--- src/core/opdec_pkg.sv ---
// constants and types for the operand and address field decoder
package opdec_pkg;

    // register numbers, shared by 16- and 32-bit views
    localparam logic [2:0] REG_ACC       = 3'h0;
    localparam logic [2:0] REG_CNT       = 3'h1;
    localparam logic [2:0] REG_DATA      = 3'h2;
    localparam logic [2:0] REG_BASE      = 3'h3;
    localparam logic [2:0] REG_SP        = 3'h4;
    localparam logic [2:0] REG_FP        = 3'h5;
    localparam logic [2:0] REG_SRC_IDX   = 3'h6;
    localparam logic [2:0] REG_DST_IDX   = 3'h7;

    // operand width codes
    localparam logic [1:0] WIDTH_8       = 2'h0;
    localparam logic [1:0] WIDTH_16      = 2'h1;
    localparam logic [1:0] WIDTH_32      = 2'h2;

    // mode field values
    localparam logic [1:0] MOD_NODISP    = 2'h0;
    localparam logic [1:0] MOD_DISP8     = 2'h1;
    localparam logic [1:0] MOD_DISPFULL  = 2'h2;
    localparam logic [1:0] MOD_REG       = 2'h3;

    // special r/m, base and index codes
    localparam logic [2:0] RM16_DISP_ONLY = 3'h6;
    localparam logic [2:0] RM32_SIB       = 3'h4;
    localparam logic [2:0] RM32_DISP_ONLY = 3'h5;
    localparam logic [2:0] IDX_NONE       = 3'h4;
    localparam logic [1:0] SCALE_ONE      = 2'h0;

    // field positions inside the addressing-form and scaled-index bytes
    localparam int MODRM_MOD_HI = 7;
    localparam int MODRM_REG_HI = 5;
    localparam int MODRM_RM_HI  = 2;
    localparam int SIB_SS_HI    = 7;
    localparam int SIB_IDX_HI   = 5;
    localparam int SIB_BASE_HI  = 2;

    // displacement size
    typedef enum logic [1:0] {
        DISP_NONE = 2'b00,
        DISP_8    = 2'b01,
        DISP_16   = 2'b10,
        DISP_32   = 2'b11
    } disp_e;

    // default segment
    typedef enum logic [0:0] {
        data_segment  = 1'b0,
        stack_segment = 1'b1
    } seg_e;

    // condition tests
    typedef enum logic [2:0] {
        COND_OVERFLOW = 3'b000,
        COND_BELOW    = 3'b001,
        COND_ZERO     = 3'b010,
        COND_BELOW_EQ = 3'b011,
        COND_SIGN     = 3'b100,
        COND_PARITY   = 3'b101,
        COND_LESS     = 3'b110,
        COND_LESS_EQ  = 3'b111
    } cond_e;

endpackage

--- src/core/operand_address_field_decoder.sv ---
// registered decoder for register, address, direction and condition fields
`timescale 1ns/1ns
`default_nettype none
module operand_address_field_decoder
    import opdec_pkg::*;
(
    // clock and reset
    input  wire logic        clk,
    input  wire logic        sys_rst,
    // from decode stage
    input  wire logic        dec_valid,
    input  wire logic [7:0]  modrm_byte,
    input  wire logic [7:0]  sib_byte,
    input  wire logic        opsize_override,
    input  wire logic        addrsize_override,
    input  wire logic        width_bit,
    input  wire logic        direction_bit,
    input  wire logic        sign_ext_bit,
    input  wire logic [3:0]  cond_field,
    input  wire logic [31:0] imm_raw,
    input  wire logic        imm_is_byte,
    // to address generator
    output logic             out_valid_q,
    output logic             mem_operand_q,
    output logic             sib_used_q,
    output logic             base_valid_q,
    output logic [2:0]       base_reg_q,
    output logic             index_valid_q,
    output logic [2:0]       index_reg_q,
    output logic [1:0]       scale_shift_q,
    output opdec_pkg::disp_e disp_size_q,
    output opdec_pkg::seg_e  default_seg_q,
    output logic             addr_undefined_q,
    // to execute stage
    output logic [2:0]       reg_field_q,
    output logic [1:0]       reg_width_q,
    output logic [2:0]       rm_reg_q,
    output logic             reg_is_dest_q,
    output logic [31:0]      imm_q,
    output opdec_pkg::cond_e cond_test_q,
    output logic             cond_negate_q
);
    // ----------------------------------------
    // field extraction
    // ----------------------------------------
    logic [1:0] mod_f;
    logic [2:0] reg_f;
    logic [2:0] rm_f;
    logic [1:0] ss_f;
    logic [2:0] idx_f;
    logic [2:0] base_f;

    assign mod_f  = modrm_byte[MODRM_MOD_HI -: 2];
    assign reg_f  = modrm_byte[MODRM_REG_HI -: 3];
    assign rm_f   = modrm_byte[MODRM_RM_HI -: 3];
    assign ss_f   = sib_byte[SIB_SS_HI -: 2];
    assign idx_f  = sib_byte[SIB_IDX_HI -: 3];
    assign base_f = sib_byte[SIB_BASE_HI -: 3];

    // ----------------------------------------
    // helper functions
    // ----------------------------------------
    // general register width from the w bit and the size override
    function automatic logic [1:0] reg_width(input logic w, input logic ovr);
        if (!w) begin
            return WIDTH_8;
        end
        return ovr ? WIDTH_16 : WIDTH_32;
    endfunction

    // 16-bit index from the low r/m bit: source index even, destination odd
    function automatic logic [2:0] idx16_sel(input logic [2:0] rm);
        if (rm[0]) begin
            return REG_DST_IDX;
        end
        return REG_SRC_IDX;
    endfunction

    // ----------------------------------------
    // effective address decode
    // ----------------------------------------
    logic       mem_d;
    logic       sib_d;
    logic       base_v_d;
    logic [2:0] base_d;
    logic       idx_v_d;
    logic [2:0] idx_d;
    logic [1:0] shift_d;
    disp_e      disp_d;
    seg_e       seg_d;
    logic       undef_d;

    always_comb begin
        mem_d    = (mod_f != MOD_REG);
        sib_d    = 1'b0;
        base_v_d = 1'b0;
        base_d   = REG_ACC;
        idx_v_d  = 1'b0;
        idx_d    = REG_ACC;
        shift_d  = SCALE_ONE;
        disp_d   = DISP_NONE;
        undef_d  = 1'b0;
        if (!mem_d) begin
            disp_d = DISP_NONE;
        end else if (addrsize_override) begin
            unique case (mod_f)
                MOD_DISP8:    disp_d = DISP_8;
                MOD_DISPFULL: disp_d = DISP_16;
                default:      disp_d = DISP_NONE;
            endcase
            unique case (rm_f)
                3'h0, 3'h1: begin
                    base_v_d = 1'b1;
                    base_d   = REG_BASE;
                    idx_v_d  = 1'b1;
                    idx_d    = idx16_sel(rm_f);
                end
                3'h2, 3'h3: begin
                    base_v_d = 1'b1;
                    base_d   = REG_FP;
                    idx_v_d  = 1'b1;
                    idx_d    = idx16_sel(rm_f);
                end
                3'h4, 3'h5: begin
                    idx_v_d = 1'b1;
                    idx_d   = idx16_sel(rm_f);
                end
                3'h6: begin
                    if (mod_f == MOD_NODISP) begin
                        disp_d = DISP_16;
                    end else begin
                        base_v_d = 1'b1;
                        base_d   = REG_FP;
                    end
                end
                3'h7: begin
                    base_v_d = 1'b1;
                    base_d   = REG_BASE;
                end
            endcase
        end else begin
            unique case (mod_f)
                MOD_DISP8:    disp_d = DISP_8;
                MOD_DISPFULL: disp_d = DISP_32;
                default:      disp_d = DISP_NONE;
            endcase
            if (rm_f == RM32_SIB) begin
                sib_d   = 1'b1;
                shift_d = ss_f;
                idx_v_d = (idx_f != IDX_NONE);
                idx_d   = idx_f;
                undef_d = (idx_f == IDX_NONE) && (ss_f != SCALE_ONE);
                if (mod_f == MOD_NODISP && base_f == RM32_DISP_ONLY) begin
                    disp_d = DISP_32;
                end else begin
                    base_v_d = 1'b1;
                    base_d   = base_f;
                end
            end else if (mod_f == MOD_NODISP && rm_f == RM32_DISP_ONLY) begin
                disp_d = DISP_32;
            end else begin
                base_v_d = 1'b1;
                base_d   = rm_f;
            end
        end
    end

    // ----------------------------------------
    // default segment
    // ----------------------------------------
    // segment override prefixes are applied downstream; only the default is chosen here
    // frame pointer and stack pointer forms
    always_comb begin
        seg_d = data_segment;
        if (base_v_d && base_d == REG_FP) begin
            seg_d = stack_segment;
        end
        // a 16-bit form never names the stack pointer, so this arm is 32-bit only
        if (!addrsize_override && base_v_d && base_d == REG_SP) begin
            seg_d = stack_segment;
        end
    end

    // ----------------------------------------
    // condition and immediate
    // ----------------------------------------
    cond_e       cond_d;
    logic        neg_d;
    logic [31:0] imm_d;

    cond_field_decoder u_cond (
        .cond_field   (cond_field),
        .cond_test    (cond_d),
        .cond_negate  (neg_d),
        .imm_raw      (imm_raw),
        .imm_is_byte  (imm_is_byte),
        .sign_ext_bit (sign_ext_bit),
        .dest_width   (reg_width(width_bit, opsize_override)),
        .imm_out      (imm_d)
    );

    // ----------------------------------------
    // valid flag
    // ----------------------------------------
    // the valid flag follows dec_valid each cycle; the other outputs hold until the next valid one
    always_ff @(posedge clk or posedge sys_rst) begin
        if (sys_rst) begin
            out_valid_q <= 1'b0;
        end else begin
            out_valid_q <= dec_valid;
        end
    end

    // ----------------------------------------
    // address outputs
    // ----------------------------------------
    always_ff @(posedge clk or posedge sys_rst) begin
        if (sys_rst) begin
            mem_operand_q    <= 1'b0;
            sib_used_q       <= 1'b0;
            base_valid_q     <= 1'b0;
            base_reg_q       <= REG_ACC;
            index_valid_q    <= 1'b0;
            index_reg_q      <= REG_ACC;
            scale_shift_q    <= SCALE_ONE;
            disp_size_q      <= DISP_NONE;
            default_seg_q    <= data_segment;
            addr_undefined_q <= 1'b0;
        end else if (dec_valid) begin
            mem_operand_q    <= mem_d;
            sib_used_q       <= sib_d;
            base_valid_q     <= base_v_d;
            base_reg_q       <= base_d;
            index_valid_q    <= idx_v_d;
            index_reg_q      <= idx_d;
            scale_shift_q    <= shift_d;
            disp_size_q      <= disp_d;
            default_seg_q    <= seg_d;
            addr_undefined_q <= undef_d;
        end
    end

    // ----------------------------------------
    // operand outputs
    // ----------------------------------------
    always_ff @(posedge clk or posedge sys_rst) begin
        if (sys_rst) begin
            reg_field_q   <= REG_ACC;
            reg_width_q   <= WIDTH_8;
            rm_reg_q      <= REG_ACC;
            reg_is_dest_q <= 1'b0;
        end else if (dec_valid) begin
            // register number with width selected by the w bit and the size override
            reg_field_q   <= reg_f;
            reg_width_q   <= reg_width(width_bit, opsize_override);
            rm_reg_q      <= rm_f;
            reg_is_dest_q <= direction_bit;
        end
    end

    // ----------------------------------------
    // immediate and condition outputs
    // ----------------------------------------
    always_ff @(posedge clk or posedge sys_rst) begin
        if (sys_rst) begin
            imm_q         <= 32'h00000000;
            cond_test_q   <= COND_OVERFLOW;
            cond_negate_q <= 1'b0;
        end else if (dec_valid) begin
            imm_q         <= imm_d;
            cond_test_q   <= cond_d;
            cond_negate_q <= neg_d;
        end
    end
endmodule
`default_nettype wire

--- src/core/cond_field_decoder.sv ---
// condition field and immediate extension decode
`timescale 1ns/1ns
`default_nettype none
module cond_field_decoder
    import opdec_pkg::*;
(
    // condition field
    input  wire logic [3:0]  cond_field,
    output opdec_pkg::cond_e cond_test,
    output logic             cond_negate,
    // immediate
    input  wire logic [31:0] imm_raw,
    input  wire logic        imm_is_byte,
    input  wire logic        sign_ext_bit,
    input  wire logic [1:0]  dest_width,
    output logic      [31:0] imm_out
);
    // ----------------------------------------
    // condition
    // ----------------------------------------
    // test and negate
    always_comb begin
        cond_test   = cond_e'(cond_field[3:1]);
        cond_negate = cond_field[0];
    end

    // ----------------------------------------
    // immediate
    // ----------------------------------------
    // byte sign or zero extension, chosen by sign_ext_bit
    always_comb begin
        imm_out = imm_raw;
        if (imm_is_byte && dest_width != WIDTH_8) begin
            if (sign_ext_bit) begin
                imm_out = {{24{imm_raw[7]}}, imm_raw[7:0]};
            end else begin
                imm_out = {24'h000000, imm_raw[7:0]};
            end
            if (dest_width == WIDTH_16) begin
                imm_out[31:16] = 16'h0000;
            end
        end
    end
endmodule
`default_nettype wire

--- config.mk ---
export PLATFORM = sky130hd
export DESIGN_NAME = operand_address_field_decoder
export DESIGN_NICKNAME = d
export VERILOG_FILES = /design/src/core/opdec_pkg.sv /design/src/core/operand_address_field_decoder.sv /design/src/core/cond_field_decoder.sv
export SDC_FILE = /design/constraint.sdc
export NUM_CORES = 1
export LEC_CHECK = 0
export BUFFER_PORTS_ARGS = -buffer_cell sky130_fd_sc_hd__buf_4
export CORE_MARGIN = 2
export CORE_UTILIZATION = 50
export DETAILED_ROUTE_END_ITERATION = 10
export PLACE_DENSITY = 0.91
export REMOVE_ABC_BUFFERS = 1
export SYNTH_ARGS = -nofsm -noshare
export SYNTH_HDL_FRONTEND = slang
export SYNTH_SLANG_ARGS = --single-unit
--- constraint.sdc ---
create_clock -name clk -period 5.7 [get_ports clk]
set_input_delay 1.425 -clock clk [delete_from_list [all_inputs] [get_ports clk]]
set_output_delay 1.425 -clock clk [all_outputs]
set_load 0.02 [all_outputs]
==> summary.txt, run 1 <==
Run status
  – Status: finished clean

Route
  – Iteration-0 DRC count of the detailed router: 291
  – Routed wire per std cell: 15.9 um
  – Final wirelength: 7.09 mm
  – DRC: 0
  – Pre-antenna DRT Iters: 4
  – Vias: 2460
  – DRT antenna net count: 0
  – Detail-routed via count per cell: around 5.5

Power and ir drop
  – Power per cell area: 311 nW/um2
  – Leak Pwr: 1.90 nW
  – Max VDD drop: 0.197 mV

Clock network
  – H-Tree Depth: 3
  – CTS clock-pin slew for the worst setup and hold paths: 0.07 ns
  – Setup bufs post-CTS: 0
  – Clock Latency Late Sink: 0.33 ns
  – Post-cts resize count: 0
  – CTS tree: built
  – Post-CTS Hold Buffers: 0
  – Bufs on Longest Clock Path: 2
  – Num CTS Buffers: 9
  – Root Driver: clkbuf_8
  – CTS sink cnt: 62

Critical path
  – FF-to-FF path depth: 1
  – Kind of end point of the critical path: flip-flop
  – Max incr delay on CP: 0.76 ns
  – Critical path cell sequence: buf_4 -> clkinv_1 -> a21oi_2 -> a21oi_1
  – FF-to-FF setup slack: 4.93 ns
  – CP Data Required Time: 5.87 ns
  – CP Max Fanout: 56
  – Critical Path AT: 3.46 ns
  – CP max stage cell: a21oi_2
  – Setup crit start kind: input port
  – Crit Reg-Reg Startpoint: rm_reg_q[1]$_DFFE_PP0P_
  – FF-to-FF End: rm_reg_q[1]$_DFFE_PP0P_
  – Largest delay contributor family on the critical path: buffers and inverters
  – Kind of critical path: input port to flip-flop
  – CP bufs+invs: 2

Place
  – RePlAce Congestion: 0.863
  – Post-DP HPWL: 5.04 mm
  – Port bufs: 122

Timing
  – RSZ-0062 raised after global routing: no
  – Setup violations, final: 0
  – Worst rel slew slack: 0.462
  – Layout Skew: 0 ns
  – Fmax: 0.304 GHz
  – Final setup TNS: 0 ns
  – Hold_ws: 0.486 ns
  – Final Cycle Share: 0.577
  – Final Slew Violations: 0
  – Actual slew at the worst max-slew pin: 0.804 ns
  – Hold Violations, Final: 0
  – Final worst path period need: 3.29 ns

Global routing
  – Total global-route track usage: 0.246
  – Initial antenna violation count: 0
  – First-pass GRT wire length: 11.6 mm
  – Vias in the first global route: between 2000 and 2500
  – Grt ovf: 0
  – Largest net degree at the start of global routing: 63

Worst hold path
  – Worst Hold Class: flip-flop to flip-flop
  – WHS Path Cells: 1
  – Hold Startpoint: base_valid_q$_DFFE_PP0P_
  – Hold Crit Endpoint: base_valid_q$_DFFE_PP0P_

Finish
  – Diodes inserted: 0
  – Area growth, synth to finish: 43.6%
  – Commonest non-fill, non-tap cell in the layout: buf_4
  – Most frequent cells in the layout: 123 x buf_4, 62 x dfrtp_1, 37 x a21oi_1, 30 x nor2_1, 23 x nand2_1
  – Share of layout cells above drive strength 1: 0.431
  – NumNets Final: 436

Floorplanning
  – Die Area: 6040 um2
  – Initial Util: 0.525
  – Row count: 26
  – Core area: 5170 um2
  – Chip Width: 77.7 um
  – I/O pins: 123
  – Die Ht: 77.7 um

Run
  – Max Cap Viol: 0

Logic synthesis
  – Yosys warnings: 0
  – Sequential fraction of the synthesis area: 0.571
  – Async set or reset register ratio after synthesis: 1.00
  – #FFs+latches synth: 62
  – Synthesized cell area: 2720 um2
  – Post-synth top flop: dfrtp_1
  – Post-synth EDFFs: 0
  – Post-synthesis instance total: 251
  – Synthesized area per cell: approximately 11 um2
  – Distinct cells, synth: 34
state kept, by name, indices dropped and copies added, names as in the netlist, 2 cells and up:
signal and flops:
reg_width_q 2, scale_shift_q 2, index_reg_q 3, rm_reg_q 3
cond_test_q 3, base_reg_q 3, reg_field_q 3, disp_size_q 2
imm_q 32
where the power goes:
part | internal (mW) | switching, mW | total, mW
Clock | 0.290 | 0.163 | 0.453
Combinational | 0.115 | 0.135 | 0.250
Sequential | 0.482 | 0.0260 | 0.508
Total | 0.888 | 0.323 | 1.21
synth_stat cells, types with 3 or more instances:
master,count,share of area
a21oi_1,37,0.068
mux2_2,19,0.079
nor2_1,30,0.041
o21ai_0,4,0.0074
nand2b_1,4,0.0092
clkbuf_1,7,0.0097
a22o_1,5,0.016
dfrtp_1,62,0.57
o2bb2ai_1,9,0.029
nand2_1,23,0.032
buf_2,4,0.0074
buf_1,3,0.0041
inv_1,8,0.011
a211oi_1,6,0.017
ha_1,4,0.018
a21o_1,3,0.0083
cell families after synthesis:
| kind of cell | Yosys count | share of synthesized area |
|---|---|---|
| compound gates | 74 | 0.184 |
| fa+ha+maj | 4 | 0.0184 |
| buf+inv | 23 | 0.0336 |
| flops | 62 | 0.571 |
| mux | 20 | 0.0825 |
| simple gates | 68 | 0.110 |
final cells by class:
type / count / area, um2
Fill cell: 376 / 1270
Clock buffer: 12 / 135
Multi-Input combinational cell: 166 / 1070
Tap cell: 70 / 87.6
Clock inverter: 4 / 95.1
Inverter: 9 / 33.8
Sequential cell: 62 / 1550
Timing Repair Buffer: 123 / 923
through the flow:
step                setup slack (ns)   util  instances  total power [mW]  instance area (um2)
detailed placement              2.15  0.709        430             0.766                 3670
global placement                2.19  0.709        430             0.757                 3670
CTS                             2.47  0.754        446              1.22                 3900
finish                          2.41  0.754        446              1.21                 3900
global route                    2.23  0.754        446              1.26                 3900
floorplan                       2.73      -        237             0.633                 2660
worst max-delay path by stage:
stage | start | endpoint | slack (ns) | cells past startpoint
floorplan | sys_rst | addr_undefined_q$_DFFE_PP0P_ | 2.73 | 1
global placement | dec_valid | imm_q[30]$_DFFE_PP0P_ | 2.19 | 4
detailed placement | dec_valid | imm_q[19]$_DFFE_PP0P_ | 2.15 | 4
CTS | dec_valid | imm_q[27]$_DFFE_PP0P_ | 2.47 | 4
global route | dec_valid | imm_q[27]$_DFFE_PP0P_ | 2.23 | 4
finish | dec_valid | imm_q[27]$_DFFE_PP0P_ | 2.41 | 4
metal layers:
| layer | share of wire | wire length [um] | track usage | vias up |
|---|---|---|---|---|
| met5 | 0 | 0 | 0 | - |
| met4 | 0.028 | 196 | 0.111 | 0 |
| met3 | 0.071 | 505 | 0.0721 | 20 |
| met2 | 0.50 | 3550 | 0.394 | 114 |
| met1 | 0.40 | 2850 | 0.308 | 1206 |
| li1 | - | - | - | 1120 |
No activity file was read; power rests on OpenSTA's default activity.
==> run 2: changes to the inputs <==
Settings changed: CORE_UTILIZATION 50 to 47, PLACE_DENSITY 0.91 to 0.87.
Clock period 5.7 ns to 3.2 ns, I/O delays scaled along.
==> summary.txt, run 2 (synthesis results as in run 1) <==
Route
  – DRC: 0 (unchanged)
  – Routed wire per std cell: 15.4 um (-2.9%)
  – DRT antenna net count: 0 (unchanged)
  – Final wirelength: 6.97 mm (-1.8%)
  – Iteration-0 DRC count of the detailed router: 183 (-37%)
  – Detail-routed via count per cell: 5.32 (-3.6%)
  – Pre-antenna DRT Iters: 4 (unchanged)
  – Vias: 2399 (-2.5%)

Clock network
  – Bufs on Longest Clock Path: 2 (unchanged)
  – CTS clock-pin slew for the worst setup and hold paths: 0.07 ns (about the same)
  – CTS tree: built
  – H-Tree Depth: 3 (unchanged)
  – Root Driver: clkbuf_8
  – Post-cts resize count: 0 (unchanged)
  – Setup bufs post-CTS: 0 (unchanged)
  – Clock Latency Late Sink: 0.33 ns (about the same)
  – Num CTS Buffers: 9 (unchanged)
  – CTS sink cnt: 62 (unchanged)
  – Post-CTS Hold Buffers: 0 (unchanged)

Floorplanning
  – Initial Util: 0.490 (-0.0349)
  – Chip Width: 80.0 um (+3.0%)
  – I/O pins: 123 (unchanged)
  – Die Ht: 80.0 um (+3.0%)
  – Die Area: 6400 um2 (+6.0%)
  – Core area: 5540 um2 (+7.1%)
  – Row count: 27 (+3.8%)

Power and ir drop
  – Sw power: 0.573 mW (+77%)
  – Int Power: 1.36 mW (+54%)
  – Sequential power share: 0.466 (+0.047)
  – Leak Pwr: 1.88 nW (-0.76%)
  – Max VDD drop: 0.375 mV (+91%)
  – Power per cell area: 502 nW/um2 (+62%)
  – Sw frac: 0.296 (+0.0290)
  – Clock share of power: 0.302 (-0.072)
  – Comb power frac: 0.231 (+0.025)

Global routing
  – Met1 Track Usage GR: 0.296 (-0.0121)
  – Largest net degree at the start of global routing: 63 (unchanged)
  – Vias in the first global route: 2401 (-0.70%)
  – Initial antenna violation count: 0 (unchanged)
  – Total global-route track usage: 0.228 (-0.0178)
  – Grt ovf: 0 (unchanged)
  – First-pass GRT wire length: 11.2 mm (-2.7%)
  – Gr busiest metal: met2
  – M2 GR Usage: 0.363 (-0.0315)
  – Met3 Track Usage GR: 0.0633 (-0.00874)

Finish
  – Max reg flops: 32 (unchanged)
  – Area growth, synth to finish: 42.2%
  – NumNets Final: 439 (+0.69%)
  – Share of layout cells above drive strength 1: 0.438 (+0.00714)
  – Commonest non-fill, non-tap cell in the layout: buf_4
  – Diodes inserted: 0 (unchanged)
  – Fin area: 3860 um2 (-0.96%)
  – Biggest register: imm_q
  – Most frequent cells in the layout: 126 x buf_4, 62 x dfrtp_1, 37 x a21oi_1, 30 x nor2_1, 23 x nand2_1

Place
  – Setup WS pre-CTS: 0.901 ns (-1.25 ns)
  – RePlAce Congestion: 0.867 (+0.48%)
  – Post-DP HPWL: 5.00 mm (-0.72%)
  – Port bufs: 122 (unchanged)
  – Dpl cell area: 3690 um2 (+0.68%)

Critical path
  – CP startpoint: modrm_byte[6]
  – Critical Path AT: 2.20 ns (-1.26 ns)
  – Critical path cell sequence: buf_4 -> inv_1 -> ha_1 -> inv_1 -> o21ai_0 -> a2111o_1 -> o32ai_2
  – Most used cell, CP: inv_1
  – Max incr delay on CP: 0.48 ns (-0.28 ns)
  – FF-to-FF setup slack: 2.41 ns (-2.52 ns)
  – FF-to-FF path depth: 1 (unchanged)
  – CP max stage cell: a2111o_1
  – FF-to-FF End: imm_q[3]$_DFFE_PP0P_
  – Crit Reg-Reg Startpoint: imm_q[3]$_DFFE_PP0P_
  – Setup crit start kind: input port
  – CP Data Required Time: 3.44 ns (-2.43 ns)
  – Kind of end point of the critical path: flip-flop
  – CP Max Fanout: 4 (-93%)
  – Kind of critical path: input port to flip-flop

Run
  – Max Cap Viol: 0 (unchanged)

Timing
  – Final Cycle Share: 0.613
  – Hold Violations, Final: 0 (unchanged)
  – Setup violations, final: 0 (unchanged)
  – Worst rel slew slack: 0.499 (+0.0369)
  – Fmax: 0.510 GHz
  – Setup ws final: 1.24 ns (-1.17 ns)
  – Actual slew at the worst max-slew pin: 0.751 ns (-0.0535 ns)
  – RSZ-0062 raised after global routing: no
  – Final worst path period need: between 1.5 and 2 ns
  – Layout Skew: 0 ns (unchanged)
  – Final Slew Violations: 0 (unchanged)
  – Final setup TNS: 0 ns (unchanged)

Worst hold path
  – Hold Crit Endpoint: base_valid_q$_DFFE_PP0P_
  – Hold Startpoint: base_valid_q$_DFFE_PP0P_
  – Worst Hold Class: flip-flop to flip-flop
  – WHS Path Cells: 1 (unchanged)

Run status
  – Status: finished clean
[run 2: cell types whose count changed in the layout (fill, tap and decap cells not counted), sizes merged]
| cell | previous run | this run |
|---|---|---|
| buf | 123 | 126 |
| bufinv | 3 | 0 |
| clkinv | 2 | 4 |
| clkinvlp | 0 | 1 |
[run 2: power groups by stage]
stage / Combinational (mW) / Clock (mW) / Sequential, mW
global route: 0.483 / 0.646 / 0.911
global placement: 0.441 / 0 / 0.912
floorplan: 0.124 / 0 / 1.00
CTS: 0.452 / 0.604 / 0.903
finish: 0.448 / 0.586 / 0.904
detailed placement: 0.452 / 0 / 0.916
[run 2: layer usage]
layer  part of all wire  vias to the layer above
li1                   -                     1129
met1               0.41                     1145
met3              0.082                       14
met2               0.49                      111
met4              0.013                        0
met5                  0                        -
[run 2: critical path: cells and delay by family]
family / cells / cell delay, ns
AO/OA/AOI/OAI: 3 / 0.90
buffers and inverters: 3 / 0.26
adder cells (fa/ha/maj): 1 / 0.24
[run 2: final cells by class]
class                      instances  area [um2]
clock inverter                     4        22.5
multi-input combinational        166        1070
inverter                           9        33.8
clock buffer                      12         145
timing repair buffer             126         946
fill                             436        1680
sequential                        62        1550
tap                               72        90.1
[run 2: metrics by stage]
step                hold WS (ns)  instances  power [mW]  utilization
global placement           0.468        435        1.35        0.667
global route               0.517        451        2.04        0.697
finish                     0.484        451        1.94        0.697
detailed placement         0.473        435        1.37        0.667
floorplan                  0.595        237        1.13            -
CTS                        0.489        451        1.96        0.697
[run 2: worst max path at each step]
stage / cells after the start / to
floorplan: 1 / addr_undefined_q$_DFFE_PP0P_
global route: 6 / imm_q[22]$_DFFE_PP0P_
CTS: 6 / imm_q[30]$_DFFE_PP0P_
finish: 7 / default_seg_q$_DFFE_PP0P_
detailed placement: 6 / imm_q[30]$_DFFE_PP0P_
global placement: 7 / default_seg_q$_DFFE_PP0P_
==> run 3: changes to the inputs <==
Settings changed: ABC_AREA from default to 1.
Clock period 3.2 ns to 1.9 ns, I/O delays scaled along.
==> summary.txt, run 3 <==
Finish
  – Commonest non-fill, non-tap cell in the layout: buf_4
  – Diodes inserted: 0 (unchanged)
  – Area growth, synth to finish: 42.2% (about the same)
  – Flip-flop and latch area: 1550 um2 (unchanged)
  – Most frequent cells in the layout: 127 x buf_4, 107 x nand2_1, 62 x dfrtp_1, 41 x a21oi_1, 36 x nor2_1
  – Biggest register: imm_q
  – Area of the multi-input gates: 1050 um2 (-2.5%)
  – Max reg flops: 32 (unchanged)
  – Fin cells: 529 (+17%)
  – Fill count: 461 (+5.7%)
  – NumNets Final: 517 (+18%)
  – Share of layout cells above drive strength 1: 0.348 (-0.0901)
  – Finished Core Util: 0.701 (+0.00432)

Timing
  – Fmax: 0.723 GHz
  – Final Cycle Share: 0.728
  – Actual slew at the worst max-slew pin: 0.497 ns (-0.254 ns)
  – Final Slew Violations: 0 (unchanged)
  – Final worst path period need: 1.38 ns
  – Hold Violations, Final: 0 (unchanged)
  – RSZ-0062 raised after global routing: no
  – Setup violations, final: 0 (unchanged)
  – Hold_ws: 0.208 ns (-0.276 ns)
  – Worst rel slew slack: 0.667 (+0.168)
  – Layout Skew: 0 ns (unchanged)

Power and ir drop
  – Power per cell area: 865 nW/um2 (+72%)
  – Leak Pwr: 2.10 nW (+12%)
  – Max VDD drop: 0.503 mV (+34%)

Clock network
  – Setup bufs post-CTS: 0 (unchanged)
  – Post-CTS Hold Buffers: 0 (unchanged)
  – Num CTS Buffers: 9 (unchanged)
  – H-Tree Depth: 3 (unchanged)
  – Clock Latency Late Sink: 0.32 ns (about the same)
  – CTS tree: built
  – Bufs on Longest Clock Path: 2 (unchanged)
  – Root Driver: clkbuf_8
  – Post-cts resize count: 0 (unchanged)
  – CTS sink cnt: 62 (unchanged)
  – CTS clock-pin slew for the worst setup and hold paths: 0.07 ns (about the same)

Logic synthesis
  – #FFs+latches synth: 62 (unchanged)
  – Post-synth EDFFs: 0 (unchanged)
  – Post-synthesis instance total: 330 (+31%)
  – Top cell type's share of synthesized area: 0.561 (-0.0103)
  – Commonest cells in the netlist: 107 x nand2_1, 62 x dfrtp_1, 41 x a21oi_1
  – Async set or reset register ratio after synthesis: 1.00 (unchanged)
  – Synth area leader: dfrtp_1
  – Synthesized cell area: 2770 um2 (+1.8%)
  – Post-synth top flop: dfrtp_1
  – Distinct cells, synth: 22 (-35%)
  – Synthesized area per cell: 8.38 um2 (-23%)
  – Count leader, synth: nand2_1
  – Sequential fraction of the synthesis area: 0.561 (-0.0103)
  – Yosys warnings: 0 (unchanged)
  – Top cells by area, synth: dfrtp_1 56%, nand2_1 15%, a21oi_1 7.4%

Critical path
  – CP Max Fanout: 2 (-2)
  – Critical Path AT: 0.91 ns (-1.29 ns)
  – Setup crit start kind: flip-flop
  – FF-to-FF End: imm_q[27]$_DFFE_PP0P_
  – CP bufs+invs: 1 (-2)
  – Crit Reg-Reg Startpoint: imm_q[27]$_DFFE_PP0P_
  – CP max stage cell: dfrtp_1
  – Kind of critical path: flip-flop to primary output
  – Kind of end point of the critical path: primary output
  – Critical path cell sequence: buf_4
  – FF-to-FF path depth: 2 (+1)
  – CP Data Required Time: 1.42 ns (-2.02 ns)
  – Max incr delay on CP: 0.41 ns (-0.07 ns)
  – Largest delay contributor family on the critical path: flip-flops
  – FF-to-FF setup slack: 1.21 ns (-1.20 ns)

Floorplanning
  – Row count: 27 (unchanged)
  – Core area: 5610 um2 (+1.2%)
  – Chip Width: 80.7 um (+0.87%)
  – I/O pins: 123 (unchanged)
  – Die Area: 6510 um2 (+1.7%)
  – Initial Util: 0.493 (+0.00302)
  – Die Ht: 80.7 um (+0.87%)

Place
  – Post-DP HPWL: 4.99 mm (-0.33%)
  – Port bufs: 122 (unchanged)
  – RePlAce Congestion: 0.919 (+6.0%)
  – Dpl cells: 513 (+18%)

Global routing
  – First-pass GRT wire length: 11.2 mm (-0.19%)
  – Largest net degree at the start of global routing: 63 (unchanged)
  – Initial antenna violation count: 0 (unchanged)
  – Total global-route track usage: 0.227 (-0.00117)
  – Vias in the first global route: 2411 (+0.42%)
  – Grt ovf: 0 (unchanged)

Route
  – Detail-routed via count per cell: 4.94 (-7.2%)
  – Vias: 2611 (+8.8%)
  – DRC: 0 (unchanged)
  – Pre-antenna DRT Iters: 4 (unchanged)
  – Final wirelength: 7.10 mm (+1.8%)
  – DRT antenna net count: 0 (unchanged)
  – Routed wire per std cell: 13.4 um (-13%)
  – Iteration-0 DRC count of the detailed router: 186 (+1.6%)

Run
  – Max Cap Viol: 0 (unchanged)

Worst hold path
  – Worst Hold Class: input port to asynchronous set/reset pin

Run status
  – Status: finished clean
## run 3: cell types whose count changed after synthesis, moves of 5 or more
cell       before  now
nand3_1         2    8
nand2_1        23  107
inv_1           8   14
nor2_1         30   36
nand2_2         0    5
mux2_2         19    0
a211oi_1        6    0
o2bb2ai_1       9    0
o21ai_0         4   12
inv_2           0    5
o21ai_1         0    6
a22o_1          5    0
## run 3: layout make-up
cell class                 count  share of cell area
inverter                      19              0.0181
clock buffer                  12              0.0395
timing repair buffer         128               0.248
clock inverter                 4              0.0115
sequential                    62               0.395
multi-input combinational    232               0.266
tap                           72              0.0229
## run 3: worst max-delay path by stage
| stage | from | to | slack, ns | cells after the start |
|---|---|---|---|---|
| after floorplan | sys_rst | addr_undefined_q$_DFFE_PP0P_ | -0.12 | 1 |
| after global placement | modrm_byte[6] | base_reg_q[0]$_DFFE_PP0P_ | 0.37 | 10 |
| after detailed placement | modrm_byte[6] | default_seg_q$_DFFE_PP0P_ | 0.29 | 10 |
| after CTS | base_reg_q[2]$_DFFE_PP0P_ | base_reg_q[2] | 0.50 | 1 |
| after global routing | base_reg_q[2]$_DFFE_PP0P_ | base_reg_q[2] | 0.48 | 1 |
| final | base_reg_q[2]$_DFFE_PP0P_ | base_reg_q[2] | 0.52 | 1 |
## run 3: where the power goes
part           switching [mW]  total, mW  internal (mW)  leakage (nW)
Combinational           0.420      0.742          0.321          1.24
Sequential             0.0672       1.51           1.44         0.751
Clock                   0.479       1.15          0.671         0.106
Total                   0.967       3.40           2.43          2.10
## run 3: cell families after synthesis
group | count (synthesis) | synth area share
AO/OA/AOI/OAI | 61 | 0.111
adder cells (fa/ha/maj) | 4 | 0.0181
buffers and inverters | 36 | 0.0606
flip-flops | 62 | 0.561
AND/OR/NAND/NOR | 167 | 0.249
## run 3: metal layers
layer	wire length [um]	share of wire	vias to the layer above	track usage
met4	54	0.0076	0	0.0932
li1	-	-	1300	-
met5	0	0	-	0
met3	469	0.066	6	0.0528
met1	2910	0.41	1217	0.276
met2	3660	0.52	88	0.388
## run 3: through the flow
stage / instance area (um2) / setup TNS, ns / setup slack, ns / power [mW]
2_1_floorplan: 2670 / -7.22 / -0.116 / 1.88
4_1_cts: 3930 / 0 / 0.496 / 3.43
6_report: 3930 / 0 / 0.517 / 3.40
5_1_grt: 3930 / 0 / 0.476 / 3.58
3_5_place_dp: 3730 / 0 / 0.286 / 2.28
3_3_place_gp: 3730 / 0 / 0.369 / 2.26
